### config.mk
export PLATFORM = sky130hd
export DESIGN_NAME = pcs_client_mgmt_port_shell
export DESIGN_NICKNAME = d
export VERILOG_FILES = /design/src/hw/pcs_client_mgmt_port_shell.v
export VERILOG_INCLUDE_DIRS = /design/src /design/src/common
export SDC_FILE = /design/constraint.sdc
export NUM_CORES = 1
export LEC_CHECK = 0
export ABC_CLOCK_PERIOD_IN_PS = 2600
export BUFFER_PORTS_ARGS = -buffer_cell sky130_fd_sc_hd__buf_2
export CAP_MARGIN = 40
export CORE_MARGIN = 10
export CORE_UTILIZATION = 50
export CTS_BUF_LIST = sky130_fd_sc_hd__clkbuf_16
export DETAILED_ROUTE_END_ITERATION = 8
export PLACE_DENSITY_LB_ADDON = 0.12
export SLEW_MARGIN = 20
export SYNTH_ARGS = -nofsm -noshare
export SYNTH_HDL_FRONTEND = slang
export SYNTH_SLANG_ARGS = --single-unit
export TNS_END_PERCENT = 1
### constraint.sdc
create_clock -name mclk -period 2.6 [get_ports mclk]
set_input_delay 0.13 -clock mclk [delete_from_list [all_inputs] [get_ports mclk]]
set_output_delay 0.13 -clock mclk [all_outputs]
set_load 0.05 [all_outputs]
### src/common/pcs_shell_map.vh
// Behaviour
// mac drives 8-bit txd, tx_en, tx_er
// tx inputs sampled on tx clock when buffered
// rx outputs synchronous to core reference clock
// isolate output enables external gmii pads
// management clock no faster than 2.5 MHz; the bench mdio_mac_model runs mdc at 8 MHz (HALF 62.5 ns)
// mdio output enable low while driving
// unused management input held high
// answer only at the 5-bit phy address
// integrator joins mdio signals via tristate
// active-high reset clears all logic
// reset-complete input ends transceiver reset
// strap 0 gives 1000base-x, 1 gives sgmii
// mdio writes may change the standard
// strap held static in core clock domain
// switching implies mdio and transceiver ports
// clause-22 frames, sample on mdc rising edge
`ifndef PCS_SHELL_MAP_VH
`define PCS_SHELL_MAP_VH

`define MDIO_ST          2'b01
`define MDIO_OP_WR       2'b01
`define MDIO_OP_RD       2'b10
`define MDIO_PRE_LEN     6'h20
`define MDIO_CNT_W       6
`define MDIO_HDR_LAST    6'h0d
`define MDIO_DATA_LAST   6'h0f
`define MDIO_REG_CTRL    5'h00
`define MDIO_REG_STAT    5'h01
`define MDIO_REG_MODE    5'h10
`define CTRL_ISO_BIT     10
`define CTRL_RST_VAL     16'h0000
`define STAT_VAL         16'h0008
`define MODE_BIT         0
`define MODE_BASEX       1'b0
`define MODE_SGMII       1'b1
`define GMII_IDLE        8'h00

`endif

### src/hw/pcs_client_mgmt_port_shell.v
`timescale 1ns/1ps
`default_nettype none
`include "pcs_shell_map.vh"

module pcs_client_mgmt_port_shell (
   input  wire       mclk,
   input  wire       resetn,
   input  wire       reset,
   input  wire       reset_done,
   input  wire       basex_or_sgmii,
   input  wire [7:0] gmii_txd,
   input  wire       gmii_tx_en,
   input  wire       gmii_tx_er,
   output reg  [7:0] gmii_rxd,
   output reg        gmii_rx_dv,
   output reg        gmii_rx_er,
   output reg        gmii_isolate,
   input  wire       mdc,
   input  wire       mdio_in,
   output reg        mdio_out,
   output reg        mdio_tri,
   input  wire [4:0] phyad,
   output reg        sgmii_mode,
   output reg        link_ready
);

   // ****************************************************
   // reset combine
   // ****************************************************
   reg [2:0] rst_sync_reg;
   wire      rst_any = ~resetn | rst_sync_reg[2];

   always @(posedge mclk or posedge reset) begin
      if (reset) begin
         rst_sync_reg <= 3'h7;
      end else begin
         rst_sync_reg <= {rst_sync_reg[1:0], 1'b0};
      end
   end

   // ****************************************************
   // input synchronisers
   // ****************************************************
   reg [2:0] mdc_s_reg;
   reg [2:0] mdi_s_reg;
   reg [2:0] rdone_s_reg;
   reg       mdc_reg;
   reg       mdi_reg;
   reg       rdone_reg;

   // second and third stages agree
   function stage_agree;
      input [2:0] s;
      begin
         stage_agree = (s[1] == s[2]);
      end
   endfunction

   always @(posedge mclk) begin
      if (rst_any) begin
         mdc_s_reg   <= 3'h0;
         mdi_s_reg   <= 3'h7;
         rdone_s_reg <= 3'h0;
         mdc_reg     <= 1'b0;
         mdi_reg     <= 1'b1;
         rdone_reg   <= 1'b0;
      end else begin
         mdc_s_reg   <= {mdc_s_reg[1:0], mdc};
         mdi_s_reg   <= {mdi_s_reg[1:0], mdio_in};
         rdone_s_reg <= {rdone_s_reg[1:0], reset_done};
         if (stage_agree(mdc_s_reg)) begin
            mdc_reg <= mdc_s_reg[2];
         end
         if (stage_agree(mdi_s_reg)) begin
            mdi_reg <= mdi_s_reg[2];
         end
         if (stage_agree(rdone_s_reg)) begin
            rdone_reg <= rdone_s_reg[2];
         end
      end
   end

   wire mdc_steady = stage_agree(mdc_s_reg);
   wire mdc_rise   = mdc_steady & mdc_s_reg[2] & ~mdc_reg;
   wire mdc_fall   = mdc_steady & ~mdc_s_reg[2] & mdc_reg;
   wire rdone      = rdone_reg;

   // ****************************************************
   // mdio frame engine
   // ****************************************************
   localparam S_PRE  = 5'b00001;
   localparam S_HDR  = 5'b00010;
   localparam S_TA   = 5'b00100;
   localparam S_DATA = 5'b01000;
   localparam S_RDY  = 5'b10000;

   reg [4:0]             state_reg;
   reg [`MDIO_CNT_W-1:0] cnt_reg;
   reg [13:0]            hdr_reg;
   reg [15:0]            sh_reg;
   reg                   rd_reg;
   reg                   mine_reg;
   reg [15:0]            ctrl_reg;
   reg                   mode_reg;
   reg                   strap_done_reg;

   wire [1:0] hdr_op  = hdr_reg[11:10];
   wire [4:0] hdr_phy = hdr_reg[9:5];
   wire [4:0] hdr_reg_a = hdr_reg[4:0];

   // ****************************************************
   // frame helpers
   // ****************************************************
   wire in_ta   = (state_reg == S_TA);
   wire in_data = (state_reg == S_DATA);
   wire in_rdy  = (state_reg == S_RDY);

   function [15:0] rd_word;
      input [4:0] a;
      begin
         case (a)
            `MDIO_REG_CTRL: rd_word = ctrl_reg;
            `MDIO_REG_STAT: rd_word = `STAT_VAL;
            `MDIO_REG_MODE: rd_word = {15'h0000, mode_reg};
            default:        rd_word = 16'h0000;
         endcase
      end
   endfunction

   // bit counter step, wraps at the counter width
   function [`MDIO_CNT_W-1:0] cnt_inc;
      input [`MDIO_CNT_W-1:0] c;
      begin
         cnt_inc = c + 1'b1;
      end
   endfunction

   always @(posedge mclk) begin
      if (rst_any) begin
         state_reg      <= S_PRE;
         cnt_reg        <= {`MDIO_CNT_W{1'b0}};
         hdr_reg        <= 14'h0000;
         sh_reg         <= 16'h0000;
         rd_reg         <= 1'b0;
         mine_reg       <= 1'b0;
      end else begin
         if (mdc_rise) begin
            case (state_reg)
               S_PRE: begin
                  // count preamble ones, capped
                  if (mdi_reg) begin
                     if (cnt_reg != `MDIO_PRE_LEN) begin
                        cnt_reg <= cnt_inc(cnt_reg);
                     end
                  end else if (cnt_reg == `MDIO_PRE_LEN) begin
                     state_reg <= S_HDR;
                     hdr_reg   <= 14'h0000;
                     cnt_reg   <= 6'd1;
                  end else begin
                     cnt_reg <= {`MDIO_CNT_W{1'b0}};
                  end
               end
               S_HDR: begin
                  // st low bit, op, phy and reg address
                  hdr_reg <= {hdr_reg[12:0], mdi_reg};
                  cnt_reg <= cnt_inc(cnt_reg);
                  if (cnt_reg == `MDIO_HDR_LAST) begin
                     state_reg <= S_TA;
                     cnt_reg   <= {`MDIO_CNT_W{1'b0}};
                  end
               end
               S_TA: begin
                  // first turnaround bit decides the answer
                  if (cnt_reg == 6'd0) begin
                     // st lives in hdr_reg[13:12] after the header shift
                     rd_reg   <= (hdr_op == `MDIO_OP_RD);
                     mine_reg <= (hdr_reg[13:12] == `MDIO_ST) &&
                                 (hdr_phy == phyad);
                     sh_reg   <= rd_word(hdr_reg_a);
                     cnt_reg  <= 6'd1;
                  end else begin
                     state_reg <= S_DATA;
                     cnt_reg   <= {`MDIO_CNT_W{1'b0}};
                  end
               end
               S_DATA: begin
                  if (rd_reg) begin
                     sh_reg <= {sh_reg[14:0], 1'b0};
                  end else begin
                     sh_reg <= {sh_reg[14:0], mdi_reg};
                  end
                  cnt_reg <= cnt_inc(cnt_reg);
                  if (cnt_reg == `MDIO_DATA_LAST) begin
                     state_reg <= S_RDY;
                  end
               end
               S_RDY: begin
                  // one more rising edge commits a write
                  mine_reg  <= 1'b0;
                  state_reg <= S_PRE;
                  cnt_reg   <= mdi_reg ? 6'd1 : 6'd0;
               end
               default: begin
                  state_reg <= S_PRE;
                  cnt_reg   <= {`MDIO_CNT_W{1'b0}};
               end
            endcase
         end
      end
   end

   // ****************************************************
   // mdio output driver
   // ****************************************************
   wire drive_slot = rd_reg & mine_reg;

   always @(posedge mclk) begin
      if (rst_any) begin
         mdio_out <= 1'b1;
         mdio_tri <= 1'b1;
      end else if (mdc_fall) begin
         // output changes only after falling edges
         if (drive_slot && in_ta && cnt_reg[0]) begin
            mdio_tri <= 1'b0;
            mdio_out <= 1'b0;
         end else if (drive_slot && in_data) begin
            mdio_tri <= 1'b0;
            mdio_out <= sh_reg[15];
         end else begin
            mdio_tri <= 1'b1;
            mdio_out <= 1'b1;
         end
      end
   end

   // ****************************************************
   // register file and standard select
   // ****************************************************
   wire wr_go = mdc_rise & in_rdy & ~rd_reg & mine_reg &
                (hdr_op == `MDIO_OP_WR);

   always @(posedge mclk) begin
      if (rst_any) begin
         ctrl_reg       <= `CTRL_RST_VAL;
         mode_reg       <= `MODE_BASEX;
         strap_done_reg <= 1'b0;
      end else begin
         // control word holds the isolate bit
         if (wr_go && hdr_reg_a == `MDIO_REG_CTRL) begin
            ctrl_reg <= sh_reg;
         end
         if (!strap_done_reg) begin
            // strap is the reset default only
            mode_reg       <= basex_or_sgmii;
            strap_done_reg <= 1'b1;
         end else if (wr_go && hdr_reg_a == `MDIO_REG_MODE) begin
            mode_reg <= sh_reg[`MODE_BIT];
         end
      end
   end

   // ****************************************************
   // gmii client datapath
   // ****************************************************
   always @(posedge mclk) begin
      if (rst_any) begin
         gmii_isolate <= 1'b0;
         sgmii_mode   <= `MODE_BASEX;
         link_ready   <= 1'b0;
      end else begin
         gmii_isolate <= ctrl_reg[`CTRL_ISO_BIT];
         sgmii_mode   <= mode_reg;
         link_ready   <= rdone;
      end
   end

   // isolated or not ready: hold the client idle
   wire rx_open = rdone & ~ctrl_reg[`CTRL_ISO_BIT];

   always @(posedge mclk) begin
      if (rst_any) begin
         gmii_rxd   <= `GMII_IDLE;
         gmii_rx_dv <= 1'b0;
         gmii_rx_er <= 1'b0;
      end else if (rx_open) begin
         // no tx elastic buffer: tx taken on the core reference clock
         gmii_rxd   <= gmii_txd;
         gmii_rx_dv <= gmii_tx_en;
         gmii_rx_er <= gmii_tx_er;
      end else begin
         gmii_rxd   <= `GMII_IDLE;
         gmii_rx_dv <= 1'b0;
         gmii_rx_er <= 1'b0;
      end
   end

endmodule // pcs_client_mgmt_port_shell

`default_nettype wire

==> results.toml, run 1 <==
[placed_design]
gp_congestion = 0.8992
numPortBuffers = 36
place_inst = 521
dp_hpwl_mm = 5.017

[global_route]
antenna_found_initial = 0
grt_pass1_wl_mm = 13.43
track_usage = 0.1395
grt_max_degree = 58
overflow = 0
grt_pass1_vias = 2918

[clocking]
cts.sinks = 91
clk_latency_ns = 0.33
cts_max_level = 3
clk_pin_slew_worst_paths_ns = 0.07
cts_made_buffers = 9
clock_path_buffers = 2
cts-resized-gates = 0
cts_root_buf = "clkbuf_16"
cts_tree = "built"
cts_setup_buffers = 0

[floorplanning]
dieArea_um2 = 11540
die_w_um = 107.4
ios = 37
rows = 31
core_area_um2 = 7331
die_y_um = 107.4
initial_core_util = 0.5211

[yosys]
synth-edff-count = 0
syn_area_um2 = 3820
syn_inst = 404
yosys_warnings = 0
syn-num-nets = 431
avgSynthCellArea_um2 = 9.455
ys_types = 50
synthArstFlopShare = 0.03297
ys.flop_type = "dfxtp_1"
synth_seq_cells = 91
yosysTopAreaCell = "dfxtp_1"
synth_top_area_share = 0.4612
seq_area_frac_synth = 0.4818
synth_area_leaders = "dfxtp_1, mux2i_1, nor2_1"

[power]
power_mw = 2.725
p_leak_nw = 1.549
powerDensity_nw_per_um2 = 606.6
ir_worst_vdd_v = 0.0004230

[critical_path]
cp.arrival_ns = 2.39
worst_setup_path_start_kind = "flop"
worstSetupPathType = "reg2reg"
cpMaxStageDelayCell = "dfxtp_1"
cp.required_ns = 2.85
path_cells = "inv_1, ha_1, nor4b_2, nand4b_1, a21oi_4, buf_12, nor2_1, a211oi_2"
crit_path_max_fanout = 32
end_kind = "flop"
max_stage_delay_ns = 0.37

[timing]
rsz0062_at_grt = "false"
relSlewSlack = 0.5555
finalClockSkew_ns = 0.006637
setup_viol = 0
min_period_over_period = 0.8230
fmax_ghz = 0.4674
setup_tns_ns = 0
worst_pin_slew_ns = 0.6668
hold_viol_final = 0
min_period_ns = 2.140
slew_viol_final = 0

[routing]
avgViaCountPerCell = 5.372
drtIter0Drc = 115
ant_nets = 0
route.detailed.drc = 0
wire_per_inst_um = 13.81
drt-total-wl_mm = 7.607
vias = 2960
first_pass_iters = 4

[finish]
layout.nets = 474
area_delta_synth_final_pct = 17.59
num_antenna_cells = 0
drive_gt1_frac = 0.1881
stdcell_count = 551

[run_status]
status = "complete, no violations"

[job]
max-cap-violations = 0

[worst_hold_path]
hold_class = "in2reg"
## worst max-delay path: cells and delay by family, from the launching register on
| kind | cells | cell delay, ns |
|---|---|---|
| simple gates | 3 | 0.75 |
| compound gates | 2 | 0.45 |
| flops | 1 | 0.37 |
| buf+inv | 2 | 0.33 |
| fa+ha+maj | 1 | 0.14 |
## cells in the mapped netlist, types with 4 or more instances
cell / number
nand2b_1: 8
mux2i_1: 22
a22oi_1: 14
a31oi_1: 4
nand2_1: 30
and3_1: 4
a211oi_1: 6
and2_1: 19
xnor2_1: 5
o21ai_0: 23
ha_1: 5
a21oi_1: 24
dfxtp_1: 88
buf_2: 6
nor4_1: 7
xor2_1: 5
a211oi_2: 14
nand3_1: 6
nor2_1: 47
inv_1: 12
clkbuf_1: 12
buf_6: 4
## per-layer routing
layer  wire length [µm]  track usage  up-vias
li1                   -            -     1506
met1               3538       0.1797     1375
met2               3451       0.2129       73
met3                523      0.04551        6
met4                 94      0.05057        0
met5                  0            0        -
## cells by family after synthesis
| logic type | after synthesis | share of synthesized area |
|---|---|---|
| and+or+nand+nor | 140 | 0.1883 |
| AOI/OAI and AO/OA | 97 | 0.1818 |
| DFF | 91 | 0.4818 |
| buffers and inverters | 38 | 0.05011 |
| muxes | 22 | 0.05765 |
| xor gates and xnor gates | 10 | 0.02293 |
| adders and majority gates | 5 | 0.01638 |
| other | 1 | 0.0009817 |
## layout by cell type, fill, tap and decap left out, types with 7 or more instances in the layout
cell           netlist  layout
buf_2                6      36
dfxtp_1             88      88
dlygate4sd3_1        0      14
a21oi_1             24      24
nand2_1             30      30
clkbuf_16            0       9
and2_1              19      19
a22oi_1             14      14
nor2_1              47      47
nor4_1               7       7
a211oi_2            14      14
o21ai_0             23      23
inv_1               12      12
mux2i_1             22      22
buf_4                3       7
nand2b_1             8       7
## timing repair
item / in CTS / in global routing
hold buffers: 14 / 0
setup endpoints to repair: 0 / 0
endpoints found under the hold margin: 16 / 0
## per-stage QoR
| stage | cell area [µm²] | worst slack, ns | util | hold slack [ns] |
|---|---|---|---|---|
| floorplan | 3820 | 0.7508 | - | 0.06329 |
| global placement | 4050 | 0.5236 | 0.5525 | 0.1785 |
| detailed placement | 4058 | 0.4512 | 0.5535 | 0.1845 |
| CTS | 4492 | 0.4385 | 0.6127 | 0.07256 |
| global route | 4492 | 0.2308 | 0.6127 | 0.07375 |
| finish | 4492 | 0.4603 | 0.6127 | 0.07815 |
## layout make-up
class	instances	area [µm²]
tap	99	123.9
sequential	91	1841
clock inverter	7	68.82
inverter	12	45.04
clock buffer	9	225.2
multi-input combinational	275	1795
fill	603	2839
timing repair buffer	58	392.9
## power by group
| group | internal [mW] | switching [mW] |
|---|---|---|
| registers | 1.40 | 0.00253 |
| clock network | 0.671 | 0.582 |
| logic | 0.0328 | 0.0332 |
## worst paths after layout
kind	from	endpoint	slack, ns	cells after the start
max	cnt_reg[0]	sh_reg[2]	0.46	8
min	basex_or_sgmii	mode_reg	0.08	3
max reg2reg	cnt_reg[0]	sh_reg[2]	0.46	8
min reg2reg	rst_sync_reg[1]	rst_sync_reg[2]	0.36	0
max in group asynchronous	reset	rst_sync_reg[0]	2.21	3
min in group asynchronous	reset	rst_sync_reg[1]	0.37	3
No activity file was read; power rests on OpenSTA's default activity.
==> run 2, diff against run 1 <==
ABC_CLOCK_PERIOD_IN_PS = 2000   (was 2600)
clock period = 2 ns   (was 2.6 ns; I/O delays follow)
==> run 2 against run 1 <==
Compared with the run above: final cell count increased by 2.7%; register-to-register slack got worse by 0.37 ns; total power increased by 32%; clock skew increased by 0.0012 ns; clock-buffer cell count unchanged; maximum frequency increased by 12%; critical path type unchanged; largest cell class unchanged.
==> results.toml, run 2 (same netlist as run 1, synthesis figures left out) <==
[clocking]
clk_pin_slew_worst_paths_ns = 0.07
cts_root_buf = "clkbuf_16"
clock_path_buffers = 2
clk_latency_ns = 0.34
cts_tree = "built"
cts_made_buffers = 9
cts.sinks = 91
cts_max_level = 3

[routing]
ant_nets = 0
drtIter0Drc = 144
drt-total-wl_mm = 8.178
first_pass_iters = 4
vias = 3017
avgViaCountPerCell = 5.330
route.detailed.drc = 0
wire_per_inst_um = 14.45

[floorplanning]
die_w_um = 107.4
initial_core_util = 0.5211
die_y_um = 107.4
ios = 37
dieArea_um2 = 11540
core_area_um2 = 7331
rows = 31

[timing]
setup_slack_ns = 0.09422
slew_viol_final = 0
setup_viol = 0
rsz0062_at_grt = "true"
hold_viol_final = 0
min_period_over_period = 0.9529
worst_pin_slew_ns = 0.4803
hold_ws_ns = 0.04670
relSlewSlack = 0.6715
min_period_ns = 1.906
setup_tns_ns = 0
finalClockSkew_ns = 0.007873
fmax_ghz = 0.5247

[global_route]
busiest_layer = "met2"
grt_pass1_vias = 2998
overflow = 0
met1_usage = 0.1787
track_usage = 0.1434
grt_use_met2 = 0.2286
grt_max_degree = 37
antenna_found_initial = 0
met3_usage = 0.03832
grt_pass1_wl_mm = 13.69

[critical_path]
rr_worst_depth = 6
crit_start = "state_reg[1]"
worstSetupPathType = "reg2reg"
worst_setup_path_start_kind = "flop"
r2r-start = "state_reg[1]"
crit_path_max_fanout = 32
cp-endpoint = "sh_reg[10]"
cp.arrival_ns = 2.17
cp.required_ns = 2.26
end_kind = "flop"
r2r_setup_slack_ns = 0.09
r2r_end = "sh_reg[10]"

[placed_design]
place_inst = 535
dp_hpwl_mm = 5.380
dpl_cell_area_um2 = 4175
pre_cts_ws_ns = -0.009413
numPortBuffers = 36
gp_congestion = 0.8476

[power]
ir_worst_vdd_v = 0.0005944
power.internal_mw = 2.757
switching_power_uw = 841.3
clkPwrFrac = 0.468
pwr-share-seq = 0.507
p_leak_nw = 1.656
combPwrFrac = 0.025
powerDensity_nw_per_um2 = 771.3
power_mw = 3.599
swShare = 0.2338

[job]
max-cap-violations = 0

[finish]
stdcell_count = 566
area_delta_synth_final_pct = 22.14
layout_commonest_cell = "dfxtp_1"
mostFrequentLayoutCells = "dfxtp_1, nor2_1, buf_2"
layout.nets = 489
drive_gt1_frac = 0.2248
num_antenna_cells = 0
finalCoreUtilization = 0.6365
fillers = 604
post-route-cell-area_um2 = 4666

[worst_hold_path]
hold_class = "in2reg"

[run_status]
status = "complete, no violations"
-- run 2: final cells by class --
class | count | area [µm²] | area share
clock buffers | 9 | 225.2 | 0.04827
clock inverters | 7 | 81.33 | 0.01743
inverters | 12 | 45.04 | 0.009654
multi-input cells | 275 | 1832 | 0.3926
flip-flops and latches | 91 | 1841 | 0.3945
well taps | 99 | 123.9 | 0.02655
repair buffers | 73 | 518.0 | 0.1110
-- run 2: metal layers --
metal	vias to the layer above	wire length, µm
met1	1420	3756
li1	1532	-
met4	0	96
met5	-	0
met2	58	3887
met3	7	437
-- run 2: worst min path at each step --
stage                         from              end  slack [ns]  cells past startpoint
finish              basex_or_sgmii         mode_reg        0.05                      3
global route        basex_or_sgmii         mode_reg        0.07                      3
detailed placement           reset  rst_sync_reg[0]        0.16                      2
floorplan                    reset  rst_sync_reg[0]        0.03                      1
global placement             reset  rst_sync_reg[0]        0.15                      2
CTS                 basex_or_sgmii         mode_reg        0.05                      3
-- run 2: what timing repair did --
action                                 4_1_cts  5_1_grt
gates cloned                                 0        0
buffers inserted                             0        1
hold buffers                                14        0
pin swaps                                    0        4
endpoints found under the hold margin       16        0
resized for setup                            2        6
setup endpoints to repair                    4       30
-- run 2: critical path: stages (launching register included) --
cell and delay [ns]:
dfxtp_1 0.37, or3_4 0.41, or3_4 0.37, a21oi_4 0.18
buf_12 0.22, nor2_1 0.08, a211oi_2 0.20
-- run 2: power by group through the flow --
stage / sequential [mW] / clock (mW) / combinational (mW)
after floorplan: 1.87 / 0 / 0.0347
after detailed placement: 1.87 / 0 / 0.0672
after global placement: 1.87 / 0 / 0.0663
after global routing: 1.83 / 1.79 / 0.0991
final: 1.83 / 1.68 / 0.0889
after CTS: 1.83 / 1.71 / 0.0884
